[src/core/pad_cal_pkg.sv]
package pad_cal_pkg;

  // ----------------------------------------------------------------
  // Bus geometry
  // ----------------------------------------------------------------
  localparam int ADDR_W = 8;
  localparam int DATA_W = 32;
  localparam int REG_W  = 16;
  localparam int IDX_W  = 6;
  localparam int LANES  = 2;

  // Register indices; byte address is four times the index
  localparam logic [IDX_W-1:0] OVERRIDE_IDX = 6'h18;
  localparam logic [IDX_W-1:0] TARGET_IDX   = 6'h19;

  // ----------------------------------------------------------------
  // Field layout
  // ----------------------------------------------------------------
  localparam int SUPPLY_BIT = 13;
  localparam int LOW_V_BIT  = 12;
  localparam int CODE_W     = 3;
  localparam int STRAP_W    = 2;

  localparam logic [REG_W-1:0] SUPPLY_MASK      = 16'h2000;
  localparam logic [REG_W-1:0] SELF_CLEAR_MASK  = 16'h8000;
  localparam logic [REG_W-1:0] OVERRIDE_WR_MASK = 16'hafcf;
  localparam logic [REG_W-1:0] TARGET_WR_MASK   = 16'hffff;

  // Supply group encodings
  localparam logic SUPPLY_3V3 = 1'b0;
  localparam logic SUPPLY_2V5 = 1'b1;

  // ----------------------------------------------------------------
  // Reset values
  // ----------------------------------------------------------------
  localparam logic [3:0]       TRIM_HI_RST  = 4'h0;
  localparam logic [3:0]       TRIM_LO_RST  = 4'h0;
  localparam logic [REG_W-1:0] OVERRIDE_RST = {4'h0, TRIM_HI_RST, 4'h0, TRIM_LO_RST};
  localparam logic [REG_W-1:0] TARGET_RST   = 16'h0003;

  // ----------------------------------------------------------------
  // Responses and states
  // ----------------------------------------------------------------
  localparam logic [1:0] RESP_OKAY   = 2'h0;
  localparam logic [1:0] RESP_SLVERR = 2'h2;

  typedef enum logic [1:0] {
    STRAP_WAIT,
    STRAP_SETTLE,
    STRAP_LOAD,
    STRAP_DONE
  } strap_state_t;

endpackage

[src/core/reg_access_if.sv]
`timescale 1ns/1ps
interface reg_access_if;
  logic        ready;
  logic        wr_en;
  logic [5:0]  wr_idx;
  logic [15:0] wr_data;
  logic [1:0]  wr_strb;
  logic        wr_hit;
  logic        rd_en;
  logic [5:0]  rd_idx;
  logic [15:0] rd_data;
  logic        rd_hit;

  modport bus  (input ready, wr_hit, rd_data, rd_hit,
                output wr_en, wr_idx, wr_data, wr_strb, rd_en, rd_idx);
  modport regs (output ready, wr_hit, rd_data, rd_hit,
                input wr_en, wr_idx, wr_data, wr_strb, rd_en, rd_idx);
endinterface

[src/core/axi_lite_front.sv]
`timescale 1ns/1ps
module axi_lite_front (
  input  wire logic                          clk,
  input  wire logic                          rst_b,
  input  wire logic [pad_cal_pkg::ADDR_W-1:0] s_axi_awaddr,
  input  wire logic                          s_axi_awvalid,
  output logic                               s_axi_awready,
  input  wire logic [pad_cal_pkg::DATA_W-1:0] s_axi_wdata,
  input  wire logic [3:0]                    s_axi_wstrb,
  input  wire logic                          s_axi_wvalid,
  output logic                               s_axi_wready,
  output logic [1:0]                         s_axi_bresp,
  output logic                               s_axi_bvalid,
  input  wire logic                          s_axi_bready,
  input  wire logic [pad_cal_pkg::ADDR_W-1:0] s_axi_araddr,
  input  wire logic                          s_axi_arvalid,
  output logic                               s_axi_arready,
  output logic [pad_cal_pkg::DATA_W-1:0]     s_axi_rdata,
  output logic [1:0]                         s_axi_rresp,
  output logic                               s_axi_rvalid,
  input  wire logic                          s_axi_rready,
  reg_access_if.bus                          ra
);

  logic                            aw_held;
  logic                            w_held;
  logic [pad_cal_pkg::IDX_W-1:0]   aw_idx;
  logic [pad_cal_pkg::REG_W-1:0]   w_data;
  logic [1:0]                      w_strb;
  wire                             aw_take;
  wire                             w_take;

  // ----------------------------------------------------------------
  // Handshakes; nothing is taken until the strap load is done
  // ----------------------------------------------------------------
  assign s_axi_awready = ra.ready & ~aw_held & ~s_axi_bvalid;
  assign s_axi_wready  = ra.ready & ~w_held & ~s_axi_bvalid;
  assign s_axi_arready = ra.ready & ~s_axi_rvalid;
  assign aw_take       = s_axi_awvalid & s_axi_awready;
  assign w_take        = s_axi_wvalid & s_axi_wready;

  assign ra.wr_en   = aw_held & w_held & ~s_axi_bvalid;
  assign ra.wr_idx  = aw_idx;
  assign ra.wr_data = w_data;
  assign ra.wr_strb = w_strb;
  assign ra.rd_en   = s_axi_arvalid & s_axi_arready;
  assign ra.rd_idx  = s_axi_araddr[7:2];

  always_ff @(posedge clk or negedge rst_b) begin
    if (!rst_b) begin
      aw_held <= 1'b0;
      w_held  <= 1'b0;
      aw_idx  <= '0;
      w_data  <= '0;
      w_strb  <= '0;
    end else begin
      aw_held <= ra.wr_en ? 1'b0 : (aw_take | aw_held);
      w_held  <= ra.wr_en ? 1'b0 : (w_take | w_held);
      if (aw_take) aw_idx <= s_axi_awaddr[7:2];
      if (w_take) begin
        w_data <= s_axi_wdata[15:0];
        w_strb <= s_axi_wstrb[1:0];
      end
    end
  end

  always_ff @(posedge clk or negedge rst_b) begin
    if (!rst_b) begin
      s_axi_bvalid <= 1'b0;
      s_axi_bresp  <= pad_cal_pkg::RESP_OKAY;
    end else if (ra.wr_en) begin
      s_axi_bvalid <= 1'b1;
      s_axi_bresp  <= ra.wr_hit ? pad_cal_pkg::RESP_OKAY : pad_cal_pkg::RESP_SLVERR;
    end else if (s_axi_bready) begin
      s_axi_bvalid <= 1'b0;
    end
  end

  always_ff @(posedge clk or negedge rst_b) begin
    if (!rst_b) begin
      s_axi_rvalid <= 1'b0;
      s_axi_rdata  <= '0;
      s_axi_rresp  <= pad_cal_pkg::RESP_OKAY;
    end else if (ra.rd_en) begin
      s_axi_rvalid <= 1'b1;
      s_axi_rdata  <= {16'h0000, ra.rd_data};
      s_axi_rresp  <= ra.rd_hit ? pad_cal_pkg::RESP_OKAY : pad_cal_pkg::RESP_SLVERR;
    end else if (s_axi_rready) begin
      s_axi_rvalid <= 1'b0;
    end
  end

  bresp_hold_a: assert property (@(posedge clk) disable iff (!rst_b)
    s_axi_bvalid && !s_axi_bready |=> s_axi_bvalid && $stable(s_axi_bresp))
    else $error("Write response dropped before bready");

endmodule

[src/core/output_pad_calibration_regs.sv]
// Decided for this implementation: the AXI4-Lite interface to the registers.
`timescale 1ns/1ps
// How it works
// Supply select bit 13: 0 means 3.3V/1.8V group, 1 means 2.5V/1.8V group.
// After hardware reset, strap pattern 00/11 gives 3.3V group, 10/01 gives 2.5V.
// Supply select reads 3.3V group until strap load or software changes it.
// Bit 12 is read-only and shows 1 when the pad supply is 1.8V.
// Software writes only zero into reserved bits 15, 7 and 6.
// Software reads reserved fields 11:8 and 3:0 and writes them back unchanged.
// Three-bit impedance code resets to 011; higher codes mean lower impedance.
// Software reset keeps both registers; only hardware reset reloads defaults.
module output_pad_calibration_regs (
  input  wire logic                            clk,
  input  wire logic                            rst_b,
  input  wire logic [pad_cal_pkg::STRAP_W-1:0] config_strap,
  input  wire logic                            pad_supply_1v8,
  input  wire logic [pad_cal_pkg::ADDR_W-1:0]  s_axi_awaddr,
  input  wire logic                            s_axi_awvalid,
  output logic                                 s_axi_awready,
  input  wire logic [pad_cal_pkg::DATA_W-1:0]  s_axi_wdata,
  input  wire logic [3:0]                      s_axi_wstrb,
  input  wire logic                            s_axi_wvalid,
  output logic                                 s_axi_wready,
  output logic [1:0]                           s_axi_bresp,
  output logic                                 s_axi_bvalid,
  input  wire logic                            s_axi_bready,
  input  wire logic [pad_cal_pkg::ADDR_W-1:0]  s_axi_araddr,
  input  wire logic                            s_axi_arvalid,
  output logic                                 s_axi_arready,
  output logic [pad_cal_pkg::DATA_W-1:0]       s_axi_rdata,
  output logic [1:0]                           s_axi_rresp,
  output logic                                 s_axi_rvalid,
  input  wire logic                            s_axi_rready,
  output logic                                 pad_supply_sel,
  output logic [pad_cal_pkg::CODE_W-1:0]       impedance_code,
  output logic [pad_cal_pkg::REG_W-1:0]        override_word,
  output logic [pad_cal_pkg::REG_W-1:0]        target_word
);

  // ----------------------------------------------------------------
  // Declarations
  // ----------------------------------------------------------------
  reg_access_if ra ();

  pad_cal_pkg::strap_state_t        strap_state;
  pad_cal_pkg::strap_state_t        next_strap_state;
  logic [pad_cal_pkg::STRAP_W-1:0]  strap_meta;
  logic [pad_cal_pkg::STRAP_W-1:0]  strap_sync;
  logic                             low_v_meta;
  logic                             low_v_sync;
  logic [pad_cal_pkg::REG_W-1:0]    override_reg;
  logic [pad_cal_pkg::REG_W-1:0]    target_reg;
  logic [pad_cal_pkg::REG_W-1:0]    next_override;
  logic [pad_cal_pkg::REG_W-1:0]    next_target;
  logic [pad_cal_pkg::REG_W-1:0]    merged_override;
  logic [pad_cal_pkg::REG_W-1:0]    merged_target;
  wire                              strap_sel;
  wire                              load_strap;
  wire                              wr_override;
  wire                              wr_target;
  wire                              rd_override;
  wire                              rd_target;
  wire [pad_cal_pkg::REG_W-1:0]     override_view;

  // ----------------------------------------------------------------
  // Bus front end
  // ----------------------------------------------------------------
  axi_lite_front u_axi_lite_front (
    .clk           (clk),
    .rst_b         (rst_b),
    .s_axi_awaddr  (s_axi_awaddr),
    .s_axi_awvalid (s_axi_awvalid),
    .s_axi_awready (s_axi_awready),
    .s_axi_wdata   (s_axi_wdata),
    .s_axi_wstrb   (s_axi_wstrb),
    .s_axi_wvalid  (s_axi_wvalid),
    .s_axi_wready  (s_axi_wready),
    .s_axi_bresp   (s_axi_bresp),
    .s_axi_bvalid  (s_axi_bvalid),
    .s_axi_bready  (s_axi_bready),
    .s_axi_araddr  (s_axi_araddr),
    .s_axi_arvalid (s_axi_arvalid),
    .s_axi_arready (s_axi_arready),
    .s_axi_rdata   (s_axi_rdata),
    .s_axi_rresp   (s_axi_rresp),
    .s_axi_rvalid  (s_axi_rvalid),
    .s_axi_rready  (s_axi_rready),
    .ra            (ra.bus)
  );

  // ----------------------------------------------------------------
  // Pin synchronisers
  // ----------------------------------------------------------------
  always_ff @(posedge clk or negedge rst_b) begin
    if (!rst_b) begin
      strap_meta <= '0;
      strap_sync <= '0;
      low_v_meta <= 1'b0;
      low_v_sync <= 1'b0;
    end else begin
      strap_meta <= config_strap;
      strap_sync <= strap_meta;
      low_v_meta <= pad_supply_1v8;
      low_v_sync <= low_v_meta;
    end
  end

  // ----------------------------------------------------------------
  // Strap capture after reset release
  // ----------------------------------------------------------------
  // Equal strap bits pick the 3.3V group, unequal ones the 2.5V group
  assign strap_sel  = strap_sync[1] ^ strap_sync[0];
  assign load_strap = (strap_state == pad_cal_pkg::STRAP_LOAD);
  assign ra.ready   = (strap_state == pad_cal_pkg::STRAP_DONE);

  always_comb begin
    case (strap_state)
      pad_cal_pkg::STRAP_WAIT:   next_strap_state = pad_cal_pkg::STRAP_SETTLE;
      pad_cal_pkg::STRAP_SETTLE: next_strap_state = pad_cal_pkg::STRAP_LOAD;
      pad_cal_pkg::STRAP_LOAD:   next_strap_state = pad_cal_pkg::STRAP_DONE;
      pad_cal_pkg::STRAP_DONE:   next_strap_state = pad_cal_pkg::STRAP_DONE;
      default:                   next_strap_state = pad_cal_pkg::STRAP_WAIT;
    endcase
  end

  always_ff @(posedge clk or negedge rst_b) begin
    if (!rst_b) begin
      strap_state <= pad_cal_pkg::STRAP_WAIT;
    end else begin
      strap_state <= next_strap_state;
    end
  end

  // ----------------------------------------------------------------
  // Decode
  // ----------------------------------------------------------------
  assign wr_override = ra.wr_en & (ra.wr_idx == pad_cal_pkg::OVERRIDE_IDX);
  assign wr_target   = ra.wr_en & (ra.wr_idx == pad_cal_pkg::TARGET_IDX);
  assign rd_override = (ra.rd_idx == pad_cal_pkg::OVERRIDE_IDX);
  assign rd_target   = (ra.rd_idx == pad_cal_pkg::TARGET_IDX);
  assign ra.wr_hit   = wr_override | wr_target;
  assign ra.rd_hit   = rd_override | rd_target;

  // Live 1.8V indication is merged in on read and never stored
  assign override_view = override_reg |
                         (16'(low_v_sync) << pad_cal_pkg::LOW_V_BIT);
  assign ra.rd_data    = rd_override ? override_view :
                         rd_target   ? target_reg    : 16'h0000;

  // ----------------------------------------------------------------
  // Byte-lane write merge
  // ----------------------------------------------------------------
  for (genvar l = 0; l < pad_cal_pkg::LANES; l++) begin : g_lane
    assign merged_override[l*8 +: 8] = ra.wr_strb[l] ?
      ((override_reg[l*8 +: 8] & ~pad_cal_pkg::OVERRIDE_WR_MASK[l*8 +: 8]) |
       (ra.wr_data[l*8 +: 8] & pad_cal_pkg::OVERRIDE_WR_MASK[l*8 +: 8])) :
      override_reg[l*8 +: 8];
    assign merged_target[l*8 +: 8] = ra.wr_strb[l] ?
      ((target_reg[l*8 +: 8] & ~pad_cal_pkg::TARGET_WR_MASK[l*8 +: 8]) |
       (ra.wr_data[l*8 +: 8] & pad_cal_pkg::TARGET_WR_MASK[l*8 +: 8])) :
      target_reg[l*8 +: 8];
  end

  // Bit 15 self-clears one cycle after any write that sets it
  assign next_override =
    load_strap  ? ((override_reg & ~pad_cal_pkg::SUPPLY_MASK) |
                   ({16{strap_sel}} & pad_cal_pkg::SUPPLY_MASK)) :
    wr_override ? merged_override :
                  (override_reg & ~pad_cal_pkg::SELF_CLEAR_MASK);
  assign next_target = wr_target ? merged_target : target_reg;

  // ----------------------------------------------------------------
  // Registers; only the hardware reset reloads them
  // ----------------------------------------------------------------
  always_ff @(posedge clk or negedge rst_b) begin
    if (!rst_b) begin
      override_reg <= pad_cal_pkg::OVERRIDE_RST;
      target_reg   <= pad_cal_pkg::TARGET_RST;
    end else begin
      override_reg <= next_override;
      target_reg   <= next_target;
    end
  end

  assign pad_supply_sel = override_reg[pad_cal_pkg::SUPPLY_BIT];
  assign impedance_code = target_reg[pad_cal_pkg::CODE_W-1:0];
  assign override_word  = override_reg;
  assign target_word    = target_reg;

  // ----------------------------------------------------------------
  // Assertions
  // ----------------------------------------------------------------
  supply_output_a: assert property (@(posedge clk) disable iff (!rst_b)
    wr_override && ra.wr_strb[1] |=> pad_supply_sel == $past(ra.wr_data[13]))
    else $error("Supply select does not follow the written bit");

  strap_load_a: assert property (@(posedge clk) disable iff (!rst_b)
    load_strap |=> pad_supply_sel == ($past(strap_sync[1]) ^ $past(strap_sync[0])))
    else $error("Supply select not derived from strap pattern");

  initial_group_a: assert property (@(posedge clk) disable iff (!rst_b)
    strap_state != pad_cal_pkg::STRAP_DONE && !$past(load_strap)
      |-> pad_supply_sel == pad_cal_pkg::SUPPLY_3V3 &&
          !s_axi_awready && !s_axi_wready && !s_axi_arready)
    else $error("Supply group not 3.3V before strap load");

  low_v_read_a: assert property (@(posedge clk) disable iff (!rst_b)
    ra.rd_en && rd_override |=> s_axi_rvalid &&
      s_axi_rdata[12] == $past(low_v_sync) && s_axi_rdata[31:16] == 16'h0000)
    else $error("Read of 1.8V flag wrong");

  self_clear_a: assert property (@(posedge clk) disable iff (!rst_b)
    override_reg[15] && !wr_override |=> !override_reg[15])
    else $error("Bit 15 failed to self-clear");

  ro_zero_a: assert property (@(posedge clk) disable iff (!rst_b)
    override_reg[14] == 1'b0 && override_reg[5:4] == 2'h0 && override_reg[12] == 1'b0)
    else $error("Read-only reserved bits stored a value");

  code_write_a: assert property (@(posedge clk) disable iff (!rst_b)
    $changed(impedance_code) |-> $past(wr_target) && $past(ra.wr_strb[0]) &&
      impedance_code == $past(ra.wr_data[2:0]))
    else $error("Impedance code changed without a write");

  retain_a: assert property (@(posedge clk) disable iff (!rst_b)
    ra.ready && !wr_override && !load_strap
      |=> (override_reg & ~pad_cal_pkg::SELF_CLEAR_MASK) ==
          ($past(override_reg) & ~pad_cal_pkg::SELF_CLEAR_MASK))
    else $error("Override register changed without a write");

  bad_addr_a: assert property (@(posedge clk) disable iff (!rst_b)
    ra.rd_en && !ra.rd_hit |=> s_axi_rresp == pad_cal_pkg::RESP_SLVERR &&
      s_axi_rdata == 32'h0000_0000)
    else $error("Unmapped read not answered with error");

endmodule

[config.mk]
export PLATFORM = sky130hd
export DESIGN_NAME = output_pad_calibration_regs
export DESIGN_NICKNAME = d
export VERILOG_FILES = /design/src/core/pad_cal_pkg.sv /design/src/core/reg_access_if.sv /design/src/core/axi_lite_front.sv /design/src/core/output_pad_calibration_regs.sv
export SDC_FILE = /design/constraint.sdc
export NUM_CORES = 1
export LEC_CHECK = 0
export BUFFER_PORTS_ARGS = -buffer_cell sky130_fd_sc_hd__buf_2
export CAP_MARGIN = 20
export CORE_ASPECT_RATIO = 0.5
export CORE_MARGIN = 5
export CORE_UTILIZATION = 31
export CTS_CLUSTER_DIAMETER = 60
export CTS_CLUSTER_SIZE = 20
export DETAILED_ROUTE_END_ITERATION = 16
export PLACE_DENSITY_LB_ADDON = 0.2
export SYNTH_ARGS = -nofsm -noshare
export SYNTH_HDL_FRONTEND = slang
export SYNTH_SLANG_ARGS = --single-unit
[constraint.sdc]
create_clock -name clk -period 2.25 [get_ports clk]
set_input_delay 0.225 -clock clk [delete_from_list [all_inputs] [get_ports clk]]
set_output_delay 0.225 -clock clk [all_outputs]
set_load 0.005 [all_outputs]
Word-level counts from Yosys, hierarchy flattened. Cells that the tools add are included.

Bits of input ports: 62. Logic and storage cells: 79. Register bits: 88. Output and inout bits: 77.

Bitwise logic cells: 25. Eq/ne operators: 8. Reduce and logical (&&, ||, !) cells: 11. Multiplexer cells: 15.

Operator list (count): 16-bit 2-to-1 mux (4); 6-bit by 5-bit == test with 1-bit output (second input constant) (4); 8-bit 2-to-1 mux (2); 16-bit by 13-bit bitwise OR with 16-bit output (1); 16-bit by 14-bit bitwise OR with 16-bit output (1); 1-bit bitwise AND (12); 2-bit nonzero test (5); 6-bit by 8-bit bitwise OR with 8-bit output (1); 7-bit by 8-bit bitwise OR with 8-bit output (1); 2-bit AND reduction (4); 1-bit 2-to-1 mux (6); 2-bit one-hot mux with 3 select lines (1); 2-bit == test (second input constant) (2); 2-bit 2-to-1 mux (2); 1-bit NOT (4); 1-bit bitwise OR (4); 3-bit by 2-bit inequality test with 1-bit output (second input constant) (1); 2-bit by 1-bit == test with 1-bit output (second input constant) (1); 2-bit logical NOT (1); 2-bit OR reduction (1); 1-bit XOR (1).

Logic depth before layout (Yosys ltp).
Depth in word-level cells: 6. Gate-level depth with buffers: 6. Gate-level depth less buffers: 4.

Modules after synthesis. Synthesis repeated with hierarchy kept, for this count alone.

Cells, all modules: 270. Area total of the unflattened synthesis: 3712.3 µm².

By module, submodules not included: axi_lite_front (cells each 138, area each 2008.2 µm², times used 1); output_pad_calibration_regs (cells each 132, area each 1704.1 µm², times used 1).

Worst setup path after synthesis. Ideal clock, no wire load.

Path kind: register to register. From: register u_axi_lite_front.aw_idx (netlist bit u_axi_lite_front.ra.wr_idx[1]). To: register override_reg (netlist bit override_word[0]). Path slack: 0.526 ns. Arrival: 1.599 ns. Buffers on the path: 1. Stages on the path, launching flop included: 6. Setup time: 0.125 ns. Path through: dfrtp_1 > or3b_4 > nor4_4 > and3_1 > buf_6 > mux2_4.

Cells in the longest elaborated chain, start to end: 4.

Ends and longest elaborated chain: from (decl) (RTL line axi_lite_front.sv:27) `logic [pad_cal_pkg::IDX_W-1:0] aw_idx;`; from (signal assigned) (RTL line axi_lite_front.sv:59) `if (aw_take) aw_idx <= s_axi_awaddr[7:2];`; 6-bit by 5-bit == test with 1-bit output (RTL line output_pad_calibration_regs.sv:137) `assign wr_override = ra.wr_en & (ra.wr_idx == pad_cal_pkg::OVERRIDE_IDX);`; 1-bit bitwise AND (RTL line output_pad_calibration_regs.sv:137); 2-bit nonzero test (no line); 2-bit AND reduction (no line); to (signal assigned) (RTL line output_pad_calibration_regs.sv:177) `override_reg <= pad_cal_pkg::OVERRIDE_RST;`; to (signal assigned) (RTL line output_pad_calibration_regs.sv:180) `override_reg <= next_override;`; to (decl) (RTL line output_pad_calibration_regs.sv:51) `logic [pad_cal_pkg::REG_W-1:0] override_reg;`.

No other way between the ends. A chain may end at the register's enable or synchronous reset.

Final worst setup path.
From: register u_axi_lite_front.aw_idx (netlist bit u_axi_lite_front.ra.wr_idx[1]). To: register override_reg (netlist bit override_word[9]).

The elaborated chain is that of the path after synthesis.

==> impl_metrics.env <==
export IMPL_cp_max_fo=5
export IMPL_clk_path_buf_depth=2
export IMPL_reg2reg_from="u_axi_lite_front.ra.wr_idx[1]"
export IMPL_setup_viol=0
export IMPL_path_class="flip-flop to flip-flop"
export IMPL_syn_area_per_cell_um2=13.78
export IMPL_stdcell_count=503
export IMPL_grt_max_degree=32
export IMPL_cp_startpoint="u_axi_lite_front.ra.wr_idx[1]"
export IMPL_crit_required_ps=2460
export IMPL_clock_sinks=82
export IMPL_place_gp_congestion=0.7295
export IMPL_synth_seq_cells=82
export IMPL_cts_tree="yes"
export IMPL_yosysTopAreaCell="dfrtp_1"
export IMPL_grt_pass1_vias=2387
export IMPL_worstPathArrival_ps=2160
export IMPL_synth_seq_area_share_pct=59.15
export IMPL_clk_latency_ps=330
export IMPL_r2r_end="override_word[9]"
export IMPL_ctsResizeCount=0
export IMPL_worst_r2r_path_depth=4
export IMPL_crit_path_end="override_word[9]"
export IMPL_synth_cells=252
export IMPL_die_x_um=159.7
export IMPL_cts_setup_buffers=0
export IMPL_fp_dieH_um=84.85
export IMPL_antenna_found_initial=0
export IMPL_fin_tns_setup_ps=0
export IMPL_synth_commonest_cells="dfrtp_1 (80), mux2_2 (39), buf_4 (27)"
export IMPL_rsz0062_at_grt="false"
export IMPL_placedCellCount=483
export IMPL_grt_overflow_total=0
export IMPL_dr_pass1_iters=4
export IMPL_start_util_pct=31.64
export IMPL_maxSlewViolCount=0
export IMPL_synth_top_cell_area_share_pct=57.64
export IMPL_hpwl_um=5963
export IMPL_final_layout_size_suffix_gt1_share_pct=47.77
export IMPL_cp_end_kind="flip-flop"
export IMPL_ant_nets=0
export IMPL_clkTransAtPathRegs_ps=60
export IMPL_wl_per_cell_um=15.65
export IMPL_root_buffer="clkbuf_16"
export IMPL_cts_buffers_inserted=9
export IMPL_die_area_mm2=0.01355
export IMPL_yosysWarnings=0
export IMPL_routed_via_count=2208
export IMPL_tightest_slew_ps=556.2
export IMPL_crit_path_start_kind="flip-flop"
export IMPL_skew_ps=4.350
export IMPL_synth_most_common_cell="dfrtp_1"
export IMPL_hold_violations=0
export IMPL_max_freq_ghz=0.5108
export IMPL_finalCritPeriodShare_pct=87.01
export IMPL_rows=27
export IMPL_synthFlopType="dfrtp_1"
export IMPL_htree_levels=3
export IMPL_r2r_slack_ps=290
export IMPL_syn_area_mm2=0.003473
export IMPL_nets=415
export IMPL_drt_first_iter_violations=72
export IMPL_areaGrowthSynthToFinish_pct=24.39
export IMPL_synth_area_top_cells="dfrtp_1 (58%), mux2_2 (13%), buf_4 (5.8%)"
export IMPL_wl_um=7871
export IMPL_async_reset_ff_share_pct=100.0
export IMPL_cellLeakagePower_uw=0.002235
export IMPL_ios=139
export IMPL_vias_per_cell=4.390
export IMPL_status="completed"
export IMPL_hp_class="primary input to flip-flop"
export IMPL_period_minus_slack_ps=1958
export IMPL_port_buffers=94
export IMPL_cap_viol_max_count=0
export IMPL_gr_usage_all_layers_pct=12.28
export IMPL_synth_edf_count=0
export IMPL_final_area_mm2=0.004320
export IMPL_drcViolationCount=0
export IMPL_diodes=0
export IMPL_worst_slew_margin_rel_pct=62.92
export IMPL_core_area_mm2=0.01098
export IMPL_dpl_instance_area_mm2=0.003996
export IMPL_pwr_density_cell_mw_per_mm2=1066
export IMPL_grt_pass1_wl_um=12900
export IMPL_yosysUniqueCellTypes=38
export IMPL_ir_worst_vdd_uv=371.5
## per-stage QoR
| step | utilization, % | hold WS (ps) | total power [µW] | worst slack [ps] |
|---|---|---|---|---|
| after global routing | 39.35 | 78.39 | 4905 | 204.6 |
| after CTS | 39.35 | 65.36 | 4687 | 246.7 |
| after detailed placement | 36.40 | 187.7 | 3291 | 256.4 |
| after global placement | 36.40 | 180.9 | 3220 | 329.9 |
| final | 39.35 | 73.78 | 4605 | 292.3 |
| after floorplan | - | -70.59 | 2883 | 525.8 |
## layer usage
metal,track usage (%),wire [µm],vias to the layer above
met5,0,0,-
met4,3.622,88,0
met3,4.367,434,7
met2,20.74,3979,64
met1,14.99,3369,1111
li1,-,-,1026
## logic make-up (layout without fill, tap and decap cells)
logic type                Yosys count  count (layout)  share of synthesized area, %
DFF                                82              82                         59.15
muxes                              63              63                         20.61
buffers and inverters              41             126                         7.889
and+or+nand+nor                    38              38                         7.385
AOI/OAI and AO/OA                  26              26                         4.611
other                               1              22                        0.1080
xor gates and xnor gates            1               1                        0.2522
## cell usage in the layout, fill, tap and decap left out, drive strengths merged
cell type,n
buf,99
dfrtp,80
mux2,50
conb,22
nand2,17
o21ai,16
clkbuf,14
mux2i,13
inv,7
dlygate4sd3,4
nand3,4
nand2b,3
a32o,3
nor3,3
a21boi,2
a21oi,2
and3,2
clkinv,2
dfstp,2
nand3b,2
nor4,2
or2,1
and3b,1
or4,1
or3b,1
o2bb2ai,1
a21bo,1
xor2,1
nor2,1
a31oi,1
## power breakdown
group          total, µW  leakage, µW  internal, µW  switching, µW
clock               1370     0.000143           835            539
combinational       1040      0.00105           601            438
sequential          2190      0.00104          1890            305
total               4610      0.00223          3320           1280
## layout make-up
class / count / area, µm²
repair buffers: 103 / 550.5
inverters: 7 / 26.28
fillers: 1043 / 6659
multi-input cells: 150 / 1224
well taps: 145 / 181.4
flip-flops and latches: 82 / 2054
clock buffers: 14 / 274.0
clock inverters: 2 / 10.01
## sequential cells by signal, summed over array words and instances, names as in the netlist, 2 cells and up
| signal | flops |
|---|---|
| strap_state | 2 |
| u_axi_lite_front.ra.wr_idx | 6 |
| target_word | 16 |
| strap_meta | 2 |
| override_word | 12 |
| u_axi_lite_front.s_axi_rdata | 16 |
| strap_sync | 2 |
| u_axi_lite_front.ra.wr_data | 16 |
| u_axi_lite_front.ra.wr_strb | 2 |
## what timing repair did
item	CTS	global route
hold endpoints to repair	31	0
setup endpoints to repair	0	0
hold buffers	4	0
## critical path, stage by stage (launching register included)
cell     delay, ps
dfrtp_1        380
or3b_4         430
nor4_4         280
and3_1         390
mux2_1         360
## how the worst min path moves through the flow
| stage | startpoint | end | slack, ps | cells past startpoint |
|---|---|---|---|---|
| 6_report | s_axi_rready | u_axi_lite_front.s_axi_rvalid | 70 | 2 |
| 5_1_grt | s_axi_bready | u_axi_lite_front.s_axi_bvalid | 80 | 2 |
| 4_1_cts | s_axi_rready | u_axi_lite_front.s_axi_rvalid | 70 | 2 |
| 3_5_place_dp | rst_b | override_word[11] | 190 | 1 |
| 3_3_place_gp | rst_b | target_word[11] | 180 | 1 |
| 2_1_floorplan | rst_b | low_v_meta | -70 | 0 |
Power figures use the tool's default switching activity.
